`src/logic/epc_consts.svh`:
```
// constants for the exception pend control block
// Operation
// - nmi set-pending bit reads pending state; writing one sets it, zero ignored
// - core clears nmi pending automatically when it enters the nmi handler
// - in the nmi handler the bit reads one only after a new nmi assertion; the code also sets it there on a write of one
// - deferred-service set-pending bit reads pending state; writing one sets it
// - only a software write of one sets deferred-service pending, no hardware event
// - writing one to deferred-service clear bit removes pending; clear bit reads unknown
// - tick set-pending bit reads pending state; writing one sets it, zero ignored
// - writing one to tick clear bit removes tick pending; clear bit reads unknown
// - debug release indicator reads one when leaving halt will take an interrupt
// - debug release indicator reads zero whenever the core is not in debug mode
// - interrupt-pending flag shows any external interrupt pending, not nmi or faults
// - only privileged accesses reach the control and state register
`ifndef EPC_CONSTS_SVH
`define EPC_CONSTS_SVH

`define EPC_ADDR_W         12
`define EPC_DATA_W         32
`define EPC_OFF_ICS        12'h000
`define EPC_OFF_EVT_STAT   12'h004
`define EPC_OFF_EVT_CLR    12'h008
`define EPC_OFF_EVT_EN     12'h00C

`define EPC_BIT_NMI_SET    31
`define EPC_BIT_DSV_SET    28
`define EPC_BIT_DSV_CLR    27
`define EPC_BIT_TICK_SET   26
`define EPC_BIT_TICK_CLR   25
`define EPC_BIT_DBG_REL    23
`define EPC_BIT_IRQ_PEND   22

`define EPC_EXT_IRQS       30
`define EPC_EVT_W          4
`define EPC_EVT_NMI        0
`define EPC_EVT_DSV        1
`define EPC_EVT_TICK       2
`define EPC_EVT_DENIED     3

`define EPC_SY_NMI         0
`define EPC_SY_HALT        1
`define EPC_SY_REL         2
`define EPC_SY_EXT         3
`define EPC_SYNC_W         33

`define EPC_HTRANS_ACT     1
`define EPC_HPROT_PRIV     1
`define EPC_HRESP_OKAY     1'h0
`define EPC_ZERO_WORD      32'h0000_0000
`define EPC_ZERO_EVT       4'h0

`endif

```
`src/logic/epc_pkg.sv`:
```
// types shared by the exception pend control block
`include "epc_consts.svh"
package epc_pkg;

	typedef enum logic {
		EPC_PH_IDLE = 1'b0,
		EPC_PH_DATA = 1'b1
	} epc_phase_e;

	typedef struct packed {
		logic                    valid;
		logic                    write;
		logic                    priv;
		logic [`EPC_ADDR_W-1:0]  addr;
	} epc_acc_s;

	typedef struct packed {
		epc_phase_e              phase;
		logic                    write;
		logic                    priv;
		logic [`EPC_ADDR_W-1:0]  addr;
		logic                    ready;
	} epc_ahb_s;

	typedef struct packed {
		logic                    nmi_pend;
		logic                    nmi_prev;
		logic                    dsv_pend;
		logic                    tick_pend;
		logic [`EPC_EVT_W-1:0]   evt_status;
		logic [`EPC_EVT_W-1:0]   evt_enable;
		logic                    irq;
		logic [`EPC_DATA_W-1:0]  rdata;
		logic                    hresp;
	} epc_state_s;

endpackage

```
`src/logic/epc_ahb_slave.sv`:
```
// ahb-lite slave front end: captures the address phase, one wait state
`timescale 1ns/1ps
`include "epc_consts.svh"
module epc_ahb_slave (
	input  wire logic             mclk_i,
	input  wire logic             rst_i,
	input  wire logic             hsel_i,
	input  wire logic [31:0]      haddr_i,
	input  wire logic [1:0]       htrans_i,
	input  wire logic             hwrite_i,
	input  wire logic [3:0]       hprot_i,
	input  wire logic             hready_i,
	output logic                  hreadyout_o,
	output epc_pkg::epc_acc_s     acc_o
);

	epc_pkg::epc_ahb_s q;
	epc_pkg::epc_ahb_s d;
	logic              take;

	// the wait state lets the register file answer from flops
	always_comb begin
		d    = q;
		take = hsel_i & htrans_i[`EPC_HTRANS_ACT] & hready_i;
		case (q.phase)
			epc_pkg::EPC_PH_IDLE: begin
				d.ready = 1'b1;
				if (take) begin
					d.phase = epc_pkg::EPC_PH_DATA;
					d.write = hwrite_i;
					d.priv  = hprot_i[`EPC_HPROT_PRIV];
					d.addr  = haddr_i[`EPC_ADDR_W-1:0];
					d.ready = 1'b0;
				end
			end
			epc_pkg::EPC_PH_DATA: begin
				d.phase = epc_pkg::EPC_PH_IDLE;
				d.ready = 1'b1;
			end
			default: begin
				d.phase = epc_pkg::EPC_PH_IDLE;
				d.ready = 1'b1;
			end
		endcase
	end

	always_ff @(posedge mclk_i or posedge rst_i) begin
		if (rst_i) begin
			q <= '{phase: epc_pkg::EPC_PH_IDLE, write: 1'b0, priv: 1'b0,
			       addr: '0, ready: 1'b1};
		end else begin
			q <= d;
		end
	end

	assign hreadyout_o = q.ready;
	// one driver for the whole carrier struct
	assign acc_o = '{valid: (q.phase == epc_pkg::EPC_PH_DATA),
	                 write: q.write,
	                 priv:  q.priv,
	                 addr:  q.addr};

endmodule

```
`src/logic/epc_sync.sv`:
```
// two flip-flop synchroniser for pin inputs
`timescale 1ns/1ps
module epc_sync #(
	parameter int W = 1
) (
	input  wire logic         mclk_i,
	input  wire logic         rst_i,
	input  wire logic [W-1:0] async_i,
	output logic      [W-1:0] sync_o
);

	typedef struct packed {
		logic [W-1:0] meta;
		logic [W-1:0] sync;
	} epc_sync_s;

	epc_sync_s q;
	epc_sync_s d;

	// the meta stage feeds only the second stage
	always_comb begin
		d      = q;
		d.meta = async_i;
		d.sync = q.meta;
	end

	always_ff @(posedge mclk_i or posedge rst_i) begin
		if (rst_i) begin
			q <= '0;
		end else begin
			q <= d;
		end
	end

	assign sync_o = q.sync;

endmodule

```
`src/logic/epc_top.sv`:
```
// exception set/clear pending control and status with ahb-lite registers
//
// Local design decisions: the AHB-Lite interface to the registers and the address map.
`timescale 1ns/1ps
`include "epc_consts.svh"
module epc_top (
	input  wire logic                     mclk_i,
	input  wire logic                     rst_i,
	input  wire logic                     hsel_i,
	input  wire logic [31:0]              haddr_i,
	input  wire logic [1:0]               htrans_i,
	input  wire logic                     hwrite_i,
	input  wire logic [2:0]               hsize_i,
	input  wire logic [3:0]               hprot_i,
	input  wire logic [31:0]              hwdata_i,
	input  wire logic                     hready_i,
	output logic      [31:0]              hrdata_o,
	output logic                          hreadyout_o,
	output logic                          hresp_o,
	input  wire logic                     nmi_i,
	input  wire logic [`EPC_EXT_IRQS-1:0] ext_irq_i,
	input  wire logic                     debug_halted_i,
	input  wire logic                     debug_release_irq_i,
	input  wire logic                     nmi_entry_i,
	input  wire logic                     dsv_entry_i,
	input  wire logic                     tick_entry_i,
	input  wire logic                     tick_event_i,
	output logic                          nmi_pending_o,
	output logic                          dsv_pending_o,
	output logic                          tick_pending_o,
	output logic                          irq_o
);

	epc_pkg::epc_state_s        q;
	epc_pkg::epc_state_s        d;
	epc_pkg::epc_acc_s          acc;
	logic [`EPC_SYNC_W-1:0]     sy;
	logic                       wr_ok;
	logic                       rd_ok;
	logic                       denied;
	logic                       ics_wr;
	logic                       nmi_set_wr;
	logic                       dsv_set_wr;
	logic                       dsv_clr_wr;
	logic                       tick_set_wr;
	logic                       tick_clr_wr;
	logic                       nmi_rise;
	logic                       dbg_rel;
	logic                       ext_pend;
	logic [`EPC_EVT_W-1:0]      evt_new;
	logic [`EPC_DATA_W-1:0]     ics_rd;

	function automatic logic epc_hit(input logic [`EPC_ADDR_W-1:0] a,
	                                 input logic [`EPC_ADDR_W-1:0] off);
		return a == off;
	endfunction

	epc_sync #(
		.W (`EPC_SYNC_W)
	) u_sync (
		.mclk_i  (mclk_i),
		.rst_i   (rst_i),
		.async_i ({ext_irq_i, debug_release_irq_i, debug_halted_i, nmi_i}),
		.sync_o  (sy)
	);

	epc_ahb_slave u_ahb (
		.mclk_i      (mclk_i),
		.rst_i       (rst_i),
		.hsel_i      (hsel_i),
		.haddr_i     (haddr_i),
		.htrans_i    (htrans_i),
		.hwrite_i    (hwrite_i),
		.hprot_i     (hprot_i),
		.hready_i    (hready_i),
		.hreadyout_o (hreadyout_o),
		.acc_o       (acc)
	);

	always_comb begin
		d = q;

		// unprivileged accesses complete with okay but touch only the denied event bit
		wr_ok  = acc.valid & acc.write & acc.priv;
		rd_ok  = acc.valid & ~acc.write & acc.priv;
		denied = acc.valid & ~acc.priv;

		ics_wr      = wr_ok & epc_hit(acc.addr, `EPC_OFF_ICS);
		nmi_set_wr  = ics_wr & hwdata_i[`EPC_BIT_NMI_SET];
		dsv_set_wr  = ics_wr & hwdata_i[`EPC_BIT_DSV_SET];
		dsv_clr_wr  = ics_wr & hwdata_i[`EPC_BIT_DSV_CLR];
		tick_set_wr = ics_wr & hwdata_i[`EPC_BIT_TICK_SET];
		tick_clr_wr = ics_wr & hwdata_i[`EPC_BIT_TICK_CLR];

		// only a fresh edge of the pin, or a write of one, re-arms nmi after handler entry
		nmi_rise   = sy[`EPC_SY_NMI] & ~q.nmi_prev;
		d.nmi_prev = sy[`EPC_SY_NMI];

		dbg_rel  = sy[`EPC_SY_HALT] & sy[`EPC_SY_REL];
		ext_pend = |sy[`EPC_SY_EXT +: `EPC_EXT_IRQS];

		// entry clears; a set in the same cycle wins
		if (nmi_entry_i) begin
			d.nmi_pend = 1'b0;
		end
		if (nmi_set_wr | nmi_rise) begin
			d.nmi_pend = 1'b1;
		end

		// simultaneous set and clear resolves to set
		if (dsv_entry_i | dsv_clr_wr) begin
			d.dsv_pend = 1'b0;
		end
		if (dsv_set_wr) begin
			d.dsv_pend = 1'b1;
		end

		if (tick_entry_i | tick_clr_wr) begin
			d.tick_pend = 1'b0;
		end
		if (tick_set_wr | tick_event_i) begin
			d.tick_pend = 1'b1;
		end

		evt_new = `EPC_ZERO_EVT;
		evt_new[`EPC_EVT_NMI]    = d.nmi_pend & ~q.nmi_pend;
		evt_new[`EPC_EVT_DSV]    = d.dsv_pend & ~q.dsv_pend;
		evt_new[`EPC_EVT_TICK]   = d.tick_pend & ~q.tick_pend;
		evt_new[`EPC_EVT_DENIED] = denied;

		if (wr_ok & epc_hit(acc.addr, `EPC_OFF_EVT_CLR)) begin
			d.evt_status = q.evt_status & ~hwdata_i[`EPC_EVT_W-1:0];
		end
		// new events win over a clear in the same cycle
		d.evt_status = d.evt_status | evt_new;

		if (wr_ok & epc_hit(acc.addr, `EPC_OFF_EVT_EN)) begin
			d.evt_enable = hwdata_i[`EPC_EVT_W-1:0];
		end
		d.irq = |(d.evt_status & d.evt_enable);

		// clear bits are write only and read back as zero here
		ics_rd = `EPC_ZERO_WORD;
		ics_rd[`EPC_BIT_NMI_SET]  = q.nmi_pend;
		ics_rd[`EPC_BIT_DSV_SET]  = q.dsv_pend;
		ics_rd[`EPC_BIT_TICK_SET] = q.tick_pend;
		ics_rd[`EPC_BIT_DBG_REL]  = dbg_rel;
		ics_rd[`EPC_BIT_IRQ_PEND] = ext_pend;

		d.rdata = `EPC_ZERO_WORD;
		if (rd_ok) begin
			case (acc.addr)
				`EPC_OFF_ICS:      d.rdata = ics_rd;
				`EPC_OFF_EVT_STAT: d.rdata[`EPC_EVT_W-1:0] = q.evt_status;
				`EPC_OFF_EVT_EN:   d.rdata[`EPC_EVT_W-1:0] = q.evt_enable;
				default:           d.rdata = `EPC_ZERO_WORD;
			endcase
		end
		d.hresp = `EPC_HRESP_OKAY;
	end

	always_ff @(posedge mclk_i or posedge rst_i) begin
		if (rst_i) begin
			q <= '0;
		end else begin
			q <= d;
		end
	end

	assign hrdata_o       = q.rdata;
	assign hresp_o        = q.hresp;
	assign nmi_pending_o  = q.nmi_pend;
	assign dsv_pending_o  = q.dsv_pend;
	assign tick_pending_o = q.tick_pend;
	assign irq_o          = q.irq;
endmodule

```
`config.mk`:
```
export PLATFORM = sky130hd
export DESIGN_NAME = epc_top
export DESIGN_NICKNAME = d
export VERILOG_FILES = /design/src/logic/epc_pkg.sv /design/src/logic/epc_ahb_slave.sv /design/src/logic/epc_sync.sv /design/src/logic/epc_top.sv
export VERILOG_INCLUDE_DIRS = /design/src /design/src/logic
export SDC_FILE = /design/constraint.sdc
export NUM_CORES = 1
export LEC_CHECK = 0
export BUFFER_PORTS_ARGS = -buffer_cell sky130_fd_sc_hd__buf_2
export CAP_MARGIN = 20
export CORE_MARGIN = 2
export CORE_UTILIZATION = 47
export CTS_CLUSTER_DIAMETER = 120
export DETAILED_ROUTE_END_ITERATION = 12
export PLACE_DENSITY = 0.82
export SYNTH_ARGS = -nofsm -noshare
export SYNTH_HDL_FRONTEND = slang
export SYNTH_SLANG_ARGS = --single-unit
```
`constraint.sdc`:
```
create_clock -name mclk_i -period 3.9 [get_ports mclk_i]
set_input_delay 0.195 -clock mclk_i [delete_from_list [all_inputs] [get_ports mclk_i]]
set_output_delay 0.195 -clock mclk_i [all_outputs]
set_load 0.02 [all_outputs]
```
Yosys cells after proc, flatten, opt, wreduce, memory -nomap -nowiden
Cells that the tools add are included. Widths: inputs -> output; s select.

Input port bits: 115. Register bits: 127. Output and inout port bits: 38.

Mux-type cells: 14. Reduce and logical (&&, ||, !) cells: 4. Bitwise operators: 35. Equal/unequal tests: 3.

Operators with widths (count): $mux 32 (1); $reduce_or 30->1 (1); $mux 28 (1); $eq 12x4->1 const B (2); $and 1x1->1 (20); $mux 16 (1); $eq 12x3->1 const B (1); $logic_not 12->1 (1); $and 4x4->4 (2); $mux 4 (2); $pmux 4 s2 (1); $not 1->1 (7); $mux 1 (6); $not 4->4 (1); $or 1x1->1 (4); $or 4x4->4 (1); $pmux 1 s2 (2); $reduce_or 4->1 (1); $reduce_and 2->1 (1).

Longest topological paths before layout
Gate-level depths: netlist of the first run.

Word-level depth: 11. Gate-level depth with buffers: 6. Mapped depth without buffers: 5.

By module
A second synthesis of the first run with hierarchy kept.

Cell total of the unflattened synthesis: 235. Area total of the unflattened synthesis: 3644.7 sq um.

Modules (own cells, without submodules): epc_sync (area each 1655.3 sq um, instances 1, seq. area each 1651.6 sq um, cells each 67); epc_top (area each 1357.6 sq um, instances 1, seq. area each 550.5 sq um, cells each 134); epc_ahb_slave (area each 631.9 sq um, instances 1, seq. area each 401.6 sq um, cells each 34).

Worst setup path after synthesis of the first run
OpenSTA, ideal clock, no wires.

Path type: register to register. Start point: register u_ahb.q (netlist bit u_ahb.acc_o[7]). End point: register q (netlist bit tick_pending_o). Arrival time: 1437 ps. Path buffers: 0. Stages on the path, launching flop included: 6. Setup slack: 2339 ps. Path through: dfrtp_1 nor4_4 nand4_1 nor2_1 a21oi_1 a211o_1.

RTL lines: start, declared (line epc_ahb_slave.sv:17) `epc_pkg::epc_ahb_s q;`; start signal, assigned (line epc_ahb_slave.sv:49) `q <= '{phase: epc_pkg::EPC_PH_IDLE, write: 1'b0, priv: 1'b0,`; end signal, assigned (line epc_top.sv:164) `q <= '0;`; end signal, assigned (line epc_top.sv:166) `q <= d;`; end, declared (line epc_top.sv:34) `epc_pkg::epc_state_s q;`.

Final worst setup path of the first run
Start point: register u_ahb.q (netlist bit u_ahb.acc_o[14]). End point: register u_ahb.q (netlist bit u_ahb.acc_o[13]).

Word-level cells in the longest chain between the ends: 2.

RTL lines: $not 1->1 (no source line); $reduce_and 2->1 (no source line).

Every way passes these cells. A chain may end at the register's enable or synchronous reset.

==> metrics.log, run 1 <==
[metrics] status: finished clean
[metrics] Root Buffer Master: sky130_fd_sc_hd__clkbuf_8
[metrics] routability-driven placement congestion ratio: 0.7492
[metrics] post-synthesis to final-layout area growth: 24.54%
[metrics] number of global-route vias before repair: 2257
[metrics] ANT nets after route: 0
[metrics] cts bufs inserted: 9
[metrics] Die Span Y: 91.64 um
[metrics] achievable clock frequency: 527.8 MHz
[metrics] number of detailed-routing iterations run before antenna repair: 4
[metrics] final hold slack: 0.02702 ns
[metrics] worst setup path class: reg2reg
[metrics] routed wirelength normalized by instance count: 13.49 um
[metrics] CTS tree: yes
[metrics] number of max-slew violations in the final report: 0
[metrics] Rel. slew slack: 0.5193
[metrics] synth cell count leaders: 103 x sky130_fd_sc_hd__dfrtp_1, 44 x sky130_fd_sc_hd__nand2_1, 33 x sky130_fd_sc_hd__buf_4, 8 x sky130_fd_sc_hd__nor2_1, 8 x sky130_fd_sc_hd__nor4_1
[metrics] number of placement rows: 31
[metrics] minimum clock period after layout: 1.895 ns
[metrics] most frequent cell after synthesis: sky130_fd_sc_hd__dfrtp_1
[metrics] Post-Synthesis Cells: 262
[metrics] synth unique cells: 38
[metrics] Crit. End Element: flip-flop
[metrics] DRT Wirelength: 6.446 mm
[metrics] class of the worst hold path: in2reg
[metrics] average instance area after synthesis: 13.78 um^2
[metrics] net total in the final layout: 489
[metrics] CP required: 4.19 ns
[metrics] Synth area leaders: sky130_fd_sc_hd__dfrtp_1 71%, sky130_fd_sc_hd__buf_4 6.9%, sky130_fd_sc_hd__nand2_1 4.6%
[metrics] setup ws final: 2.005 ns
[metrics] share of the synthesized area in the top cell type: 0.7140
[metrics] final total negative setup slack: 0 ns
[metrics] Die Footprint: 0.008397 mm^2
[metrics] summed instance area of the synthesized netlist: 0.003610 mm^2
[metrics] part of the Yosys area used for sequential elements: 0.7213
[metrics] number of antenna cells inserted: 0
[metrics] ratio of total power to cell area: 444.1 mW/mm^2
[metrics] delay of the slowest cell on the worst path: 0.61 ns
[metrics] Via Count: 2148
[metrics] worst slack at placement: 2.015 ns
[metrics] top flip-flop cell by instance count after synthesis: sky130_fd_sc_hd__dfrtp_1
[metrics] measured slew at the worst slew-check pin: 0.7211 ns
[metrics] worst-skew pair later-pin latency: 0.36 ns
[metrics] effective utilization at floorplan: 0.4924
[metrics] Post-CTS Setup Repair Bufs: 0
[metrics] initial detailed-routing violation count: 58
[metrics] maximum number of pins on one net before global-route repair: 65
[metrics] number of enable-type register cells in the synthesized netlist: 0
[metrics] Top cell by count, worst path: sky130_fd_sc_hd__nand2_1
[metrics] Synthesis Warnings: 0
[metrics] maximum buffer depth of the clock tree: 2
[metrics] Post-Route Skew: 0.01453 ns
[metrics] post-cts gate resize count: 0
[metrics] area of the core: 0.007331 mm^2
[metrics] H-tree levels: 3
[metrics] number of port buffers: 78
[metrics] maximum capacitance violations: 0
[metrics] cts hold-fix bufs: 35
[metrics] RSZ-0062 raised after global routing: false
[metrics] ordered cell list for the critical path: nand4b_1 > inv_1 > nand2_1 > nand2_1
[metrics] flops & latches, synth: 104
[metrics] share of final-layout standard cells stronger than drive strength 1: 0.2902
[metrics] setup violators final: 0
[metrics] final hold violation count: 0
[metrics] Leak Pwr: 2.200 nW
[metrics] kind of launch point of the worst setup path: flip-flop
[metrics] wire length of the first global-routing pass: 10.90 mm
[metrics] dominant cell type by area after synthesis: sky130_fd_sc_hd__dfrtp_1
[metrics] crit share post-route: 0.4858
[metrics] Async SR Flop Fraction: 1.000
[metrics] data arrival at the endpoint of the critical path: 2.18 ns
[metrics] number of placed I/O pins: 153
[metrics] Max Fanout on Critical Path: 16
[metrics] overall routing resource usage: 0.1709
[metrics] post-detail-place hpwl: 4.028 mm
[metrics] largest vdd supply drop: 0.3124 mV
[metrics] die width: 91.64 um
[metrics] count of unresolved DRC violations after routing: 0
[metrics] number of vias per cell after detailed routing: 4.494
[metrics] Reg clk slew, reported paths: 0.10 ns
[metrics] Congestion Overflow GR: 0
[metrics] standard cell with the maximum stage delay on the critical path: sky130_fd_sc_hd__nand4b_1
[metrics] number of antenna violations at the first check in global routing: 0
[metrics] clock sink count: 104
## per-layer routing
layer / global-route usage / vias to the layer above / share of wire
met3: 0.05177 / 7 / 0.055
met5: 0 / - / 0
li1: - / 1040 / -
met4: 0.05682 / 0 / 0.0096
met1: 0.2053 / 1025 / 0.39
met2: 0.2941 / 76 / 0.54
## through the flow
step                utilization  std cells  power [mW]  instance area (um^2)
floorplan                     -        285       1.325                  3696
global placement         0.5402        427       1.359                  3960
detailed placement       0.5402        427       1.369                  3960
CTS                      0.6132        478       2.014                  4496
global route             0.6132        478       2.102                  4496
finish                   0.6132        478       1.996                  4496
## registers in the layout (all words and copies together) (netlist names)
register	count
u_sync.d	33
u_sync.sync_o	33
u_ahb.acc_o	15
hrdata_o	9
q	9
dsv_pending_o	1
irq_o	1
nmi_pending_o	1
tick_pending_o	1
u_ahb.hreadyout_o	1
## worst max-delay path: cells and delay by family (launching register included)
kind | cells | cell delay (ns)
flops | 1 | 0.42
simple gates | 3 | 0.83
buf+inv | 1 | 0.59
## cell families after synthesis
kind of cell,Yosys count,synth area share
flops,104,0.7213
mux,8,0.02357
other cells,1,0.001039
buf+inv,39,0.07522
simple gates,95,0.1511
compound gates,15,0.02773
## final timing paths
kind	start	to	slack (ns)	depth (start not counted)
min in group asynchronous	rst_i	hrdata_o[23]	0.51	3
setup / recovery	u_ahb.acc_o[14]	u_ahb.acc_o[13]	2.01	4
hold / removal	haddr_i[3]	u_ahb.acc_o[3]	0.03	3
setup reg to reg	u_ahb.acc_o[14]	u_ahb.acc_o[13]	2.01	4
hold reg to reg	u_sync.d[20]	u_sync.sync_o[20]	0.35	0
max in group asynchronous	rst_i	u_ahb.acc_o[13]	2.41	4
## layout by cell type, fill, tap and decap left out, types with 2 or more instances in the layout
cell	n
sky130_fd_sc_hd__dfrtp_1	103
sky130_fd_sc_hd__buf_2	78
sky130_fd_sc_hd__nand2_1	44
sky130_fd_sc_hd__dlygate4sd3_1	35
sky130_fd_sc_hd__conb_1	24
sky130_fd_sc_hd__clkbuf_8	9
sky130_fd_sc_hd__nor2_1	8
sky130_fd_sc_hd__nor4_1	8
sky130_fd_sc_hd__nand4_1	5
sky130_fd_sc_hd__mux2_2	4
sky130_fd_sc_hd__nor2b_1	4
sky130_fd_sc_hd__mux2i_1	4
sky130_fd_sc_hd__nor3b_1	4
sky130_fd_sc_hd__a21boi_0	4
sky130_fd_sc_hd__and2_1	3
sky130_fd_sc_hd__a21oi_1	3
sky130_fd_sc_hd__o21ai_0	3
sky130_fd_sc_hd__inv_1	2
sky130_fd_sc_hd__nor4_4	2
sky130_fd_sc_hd__or3_1	2
sky130_fd_sc_hd__or2_2	2
sky130_fd_sc_hd__nand2b_1	2
sky130_fd_sc_hd__o31ai_1	2
sky130_fd_sc_hd__clkinv_4	2
sky130_fd_sc_hd__inv_6	2
sky130_fd_sc_hd__inv_8	2
## report_power, final
group | internal [mW] | leakage, nW | switching, mW
clock | 0.248 | 0.0953 | 0.374
combinational | 0.0852 | 0.869 | 0.0954
sequential | 1.14 | 1.24 | 0.0495
total | 1.48 | 2.20 | 0.519
## area by class of cell
class	count	area, um^2
Fill cell	569	2835
Sequential cell	104	2604
Multi-Input combinational cell	142	820.8
Timing Repair Buffer	114	748.2
Clock buffer	10	127.6
Tap cell	99	123.9
Clock inverter	6	57.56
Inverter	3	13.76
No activity file was read; power rests on OpenSTA's default activity.
==> inputs of run 2 (changes only) <==
==> constraint.sdc (replaced) <==
create_clock -name mclk_i -period 1.91 [get_ports mclk_i]
set_input_delay 0.0955 -clock mclk_i [delete_from_list [all_inputs] [get_ports mclk_i]]
set_output_delay 0.0955 -clock mclk_i [all_outputs]
set_load 0.02 [all_outputs]
==> metrics.log, run 2 (synthesized netlist as in run 1, its figures left out) <==
[metrics] status: finished clean
[metrics] Cells on Worst Hold Path: 3
[metrics] wire length of the first global-routing pass: 10.63 mm
[metrics] DRT Wirelength: 6.581 mm
[metrics] minimum clock period after layout: 1.809 ns
[metrics] die width: 91.64 um
[metrics] cts hold-fix bufs: 57
[metrics] ratio of total power to cell area: 894.8 mW/mm^2
[metrics] maximum buffer depth of the clock tree: 2
[metrics] number of detailed-routing iterations run before antenna repair: 4
[metrics] number of placement rows: 31
[metrics] data arrival at the endpoint of the critical path: 2.04 ns
[metrics] net total in the final layout: 514
[metrics] setup violators final: 0
[metrics] crit share post-route: 0.9469
[metrics] measured slew at the worst slew-check pin: 0.5220 ns
[metrics] kind of launch point of the worst setup path: flip-flop
[metrics] post-detail-place hpwl: 3.780 mm
[metrics] Root Buffer Master: sky130_fd_sc_hd__clkbuf_8
[metrics] worst setup path class: reg2reg
[metrics] Crit. End Element: flip-flop
[metrics] Via Count: 2266
[metrics] maximum number of pins on one net before global-route repair: 105
[metrics] Finished Cell Area: 0.004786 mm^2
[metrics] Rel. slew slack: 0.6520
[metrics] routed wirelength normalized by instance count: 13.08 um
[metrics] total power consumption of the routed design: 4.282 mW
[metrics] post-route non-filler standard cell count: 503
[metrics] setup ws final: 0.1014 ns
[metrics] Post-Route Skew: 0.007518 ns
[metrics] number of vias per cell after detailed routing: 4.505
[metrics] post-detailed-placement cell area: 0.003996 mm^2
[metrics] achievable clock frequency: 552.9 MHz
[metrics] initial detailed-routing violation count: 47
[metrics] most frequent standard cell in the layout excluding fill and tap cells: sky130_fd_sc_hd__dfrtp_1
[metrics] worst slack at placement: 0.1373 ns
[metrics] CP required: 2.14 ns
[metrics] class of the worst hold path: in2reg
[metrics] number of placed instances with taps included: 430
[metrics] Post-CTS Setup Repair Bufs: 0
[metrics] number of placed I/O pins: 153
[metrics] number of global-route vias before repair: 2294
[metrics] maximum capacitance violations: 0
[metrics] H-tree levels: 3
[metrics] area of the core: 0.007331 mm^2
[metrics] number of max-slew violations in the final report: 0
[metrics] post-cts gate resize count: 0
[metrics] number of antenna cells inserted: 0
[metrics] final core occ: 0.6528
[metrics] r2r worst-path depth: 5
[metrics] final total negative setup slack: 0 ns
[metrics] share of final-layout standard cells stronger than drive strength 1: 0.2822
[metrics] post-synthesis to final-layout area growth: 32.58%
[metrics] Congestion Overflow GR: 0
[metrics] routability-driven placement congestion ratio: 0.7664
[metrics] commonest cells after routing, fill and taps aside: 103 x sky130_fd_sc_hd__dfrtp_1, 78 x sky130_fd_sc_hd__buf_2, 57 x sky130_fd_sc_hd__dlygate4sd3_1, 44 x sky130_fd_sc_hd__nand2_1, 24 x sky130_fd_sc_hd__conb_1
[metrics] effective utilization at floorplan: 0.4924
[metrics] ANT nets after route: 0
[metrics] number of port buffers: 78
[metrics] final hold violation count: 0
[metrics] final hold slack: 0.06854 ns
[metrics] Die Span Y: 91.64 um
[metrics] clock sink count: 104
[metrics] Die Footprint: 0.008397 mm^2
[metrics] count of unresolved DRC violations after routing: 0
[metrics] overall routing resource usage: 0.1710
[metrics] number of antenna violations at the first check in global routing: 0
[metrics] worst-skew pair later-pin latency: 0.36 ns
[metrics] CTS tree: yes
[metrics] Leak Pwr: 2.323 nW
[metrics] largest vdd supply drop: 0.6503 mV
[metrics] Max Fanout on Critical Path: 5
[metrics] cts bufs inserted: 9
[metrics] Reg clk slew, reported paths: 0.10 ns
[metrics] RSZ-0062 raised after global routing: false
## run 2: layer usage
| layer | global-route usage | part of all wire | vias to the layer above |
|---|---|---|---|
| li1 | - | - | 1092 |
| met1 | 0.1787 | 0.37 | 1074 |
| met2 | 0.3150 | 0.55 | 89 |
| met3 | 0.05752 | 0.063 | 11 |
| met4 | 0.06566 | 0.016 | 0 |
| met5 | 0 | 0 | - |
## run 2: final cells by class
cell class | instances | area [um^2]
fillers | 524 | 2545
repair buffers | 139 | 1003
clock inverters | 7 | 95.09
well taps | 99 | 123.9
multi-input cells | 142 | 820.8
inverters | 3 | 15.01
clock buffers | 9 | 123.9
flip-flops and latches | 104 | 2604
## run 2: where the power goes
| part | switching, mW | leakage [nW] | internal (mW) |
|---|---|---|---|
| registers | 0.0913 | 1.24 | 2.34 |
| logic | 0.211 | 0.976 | 0.212 |
| clock network | 0.786 | 0.111 | 0.646 |
| total | 1.09 | 2.32 | 3.19 |
## run 2: critical path, cell delays in order, from the launching register on
cell	delay, ns
sky130_fd_sc_hd__dfrtp_1	0.42
sky130_fd_sc_hd__nor4_4	0.42
sky130_fd_sc_hd__nand4_2	0.25
sky130_fd_sc_hd__mux2_2	0.35
sky130_fd_sc_hd__o21ai_0	0.11
sky130_fd_sc_hd__nand4_1	0.13
## run 2: path summary, 6_finish.rpt
path	endpoint	start	slack, ns
hold reg to reg	u_sync.sync_o[30]	u_sync.d[30]	0.35
hold / removal	dsv_pending_o	hwdata_i[27]	0.07
setup / recovery	irq_o	u_ahb.acc_o[7]	0.10
min in group asynchronous	u_sync.d[14]	rst_i	0.41
max in group asynchronous	u_ahb.hreadyout_o	rst_i	1.09
setup reg to reg	irq_o	u_ahb.acc_o[7]	0.10
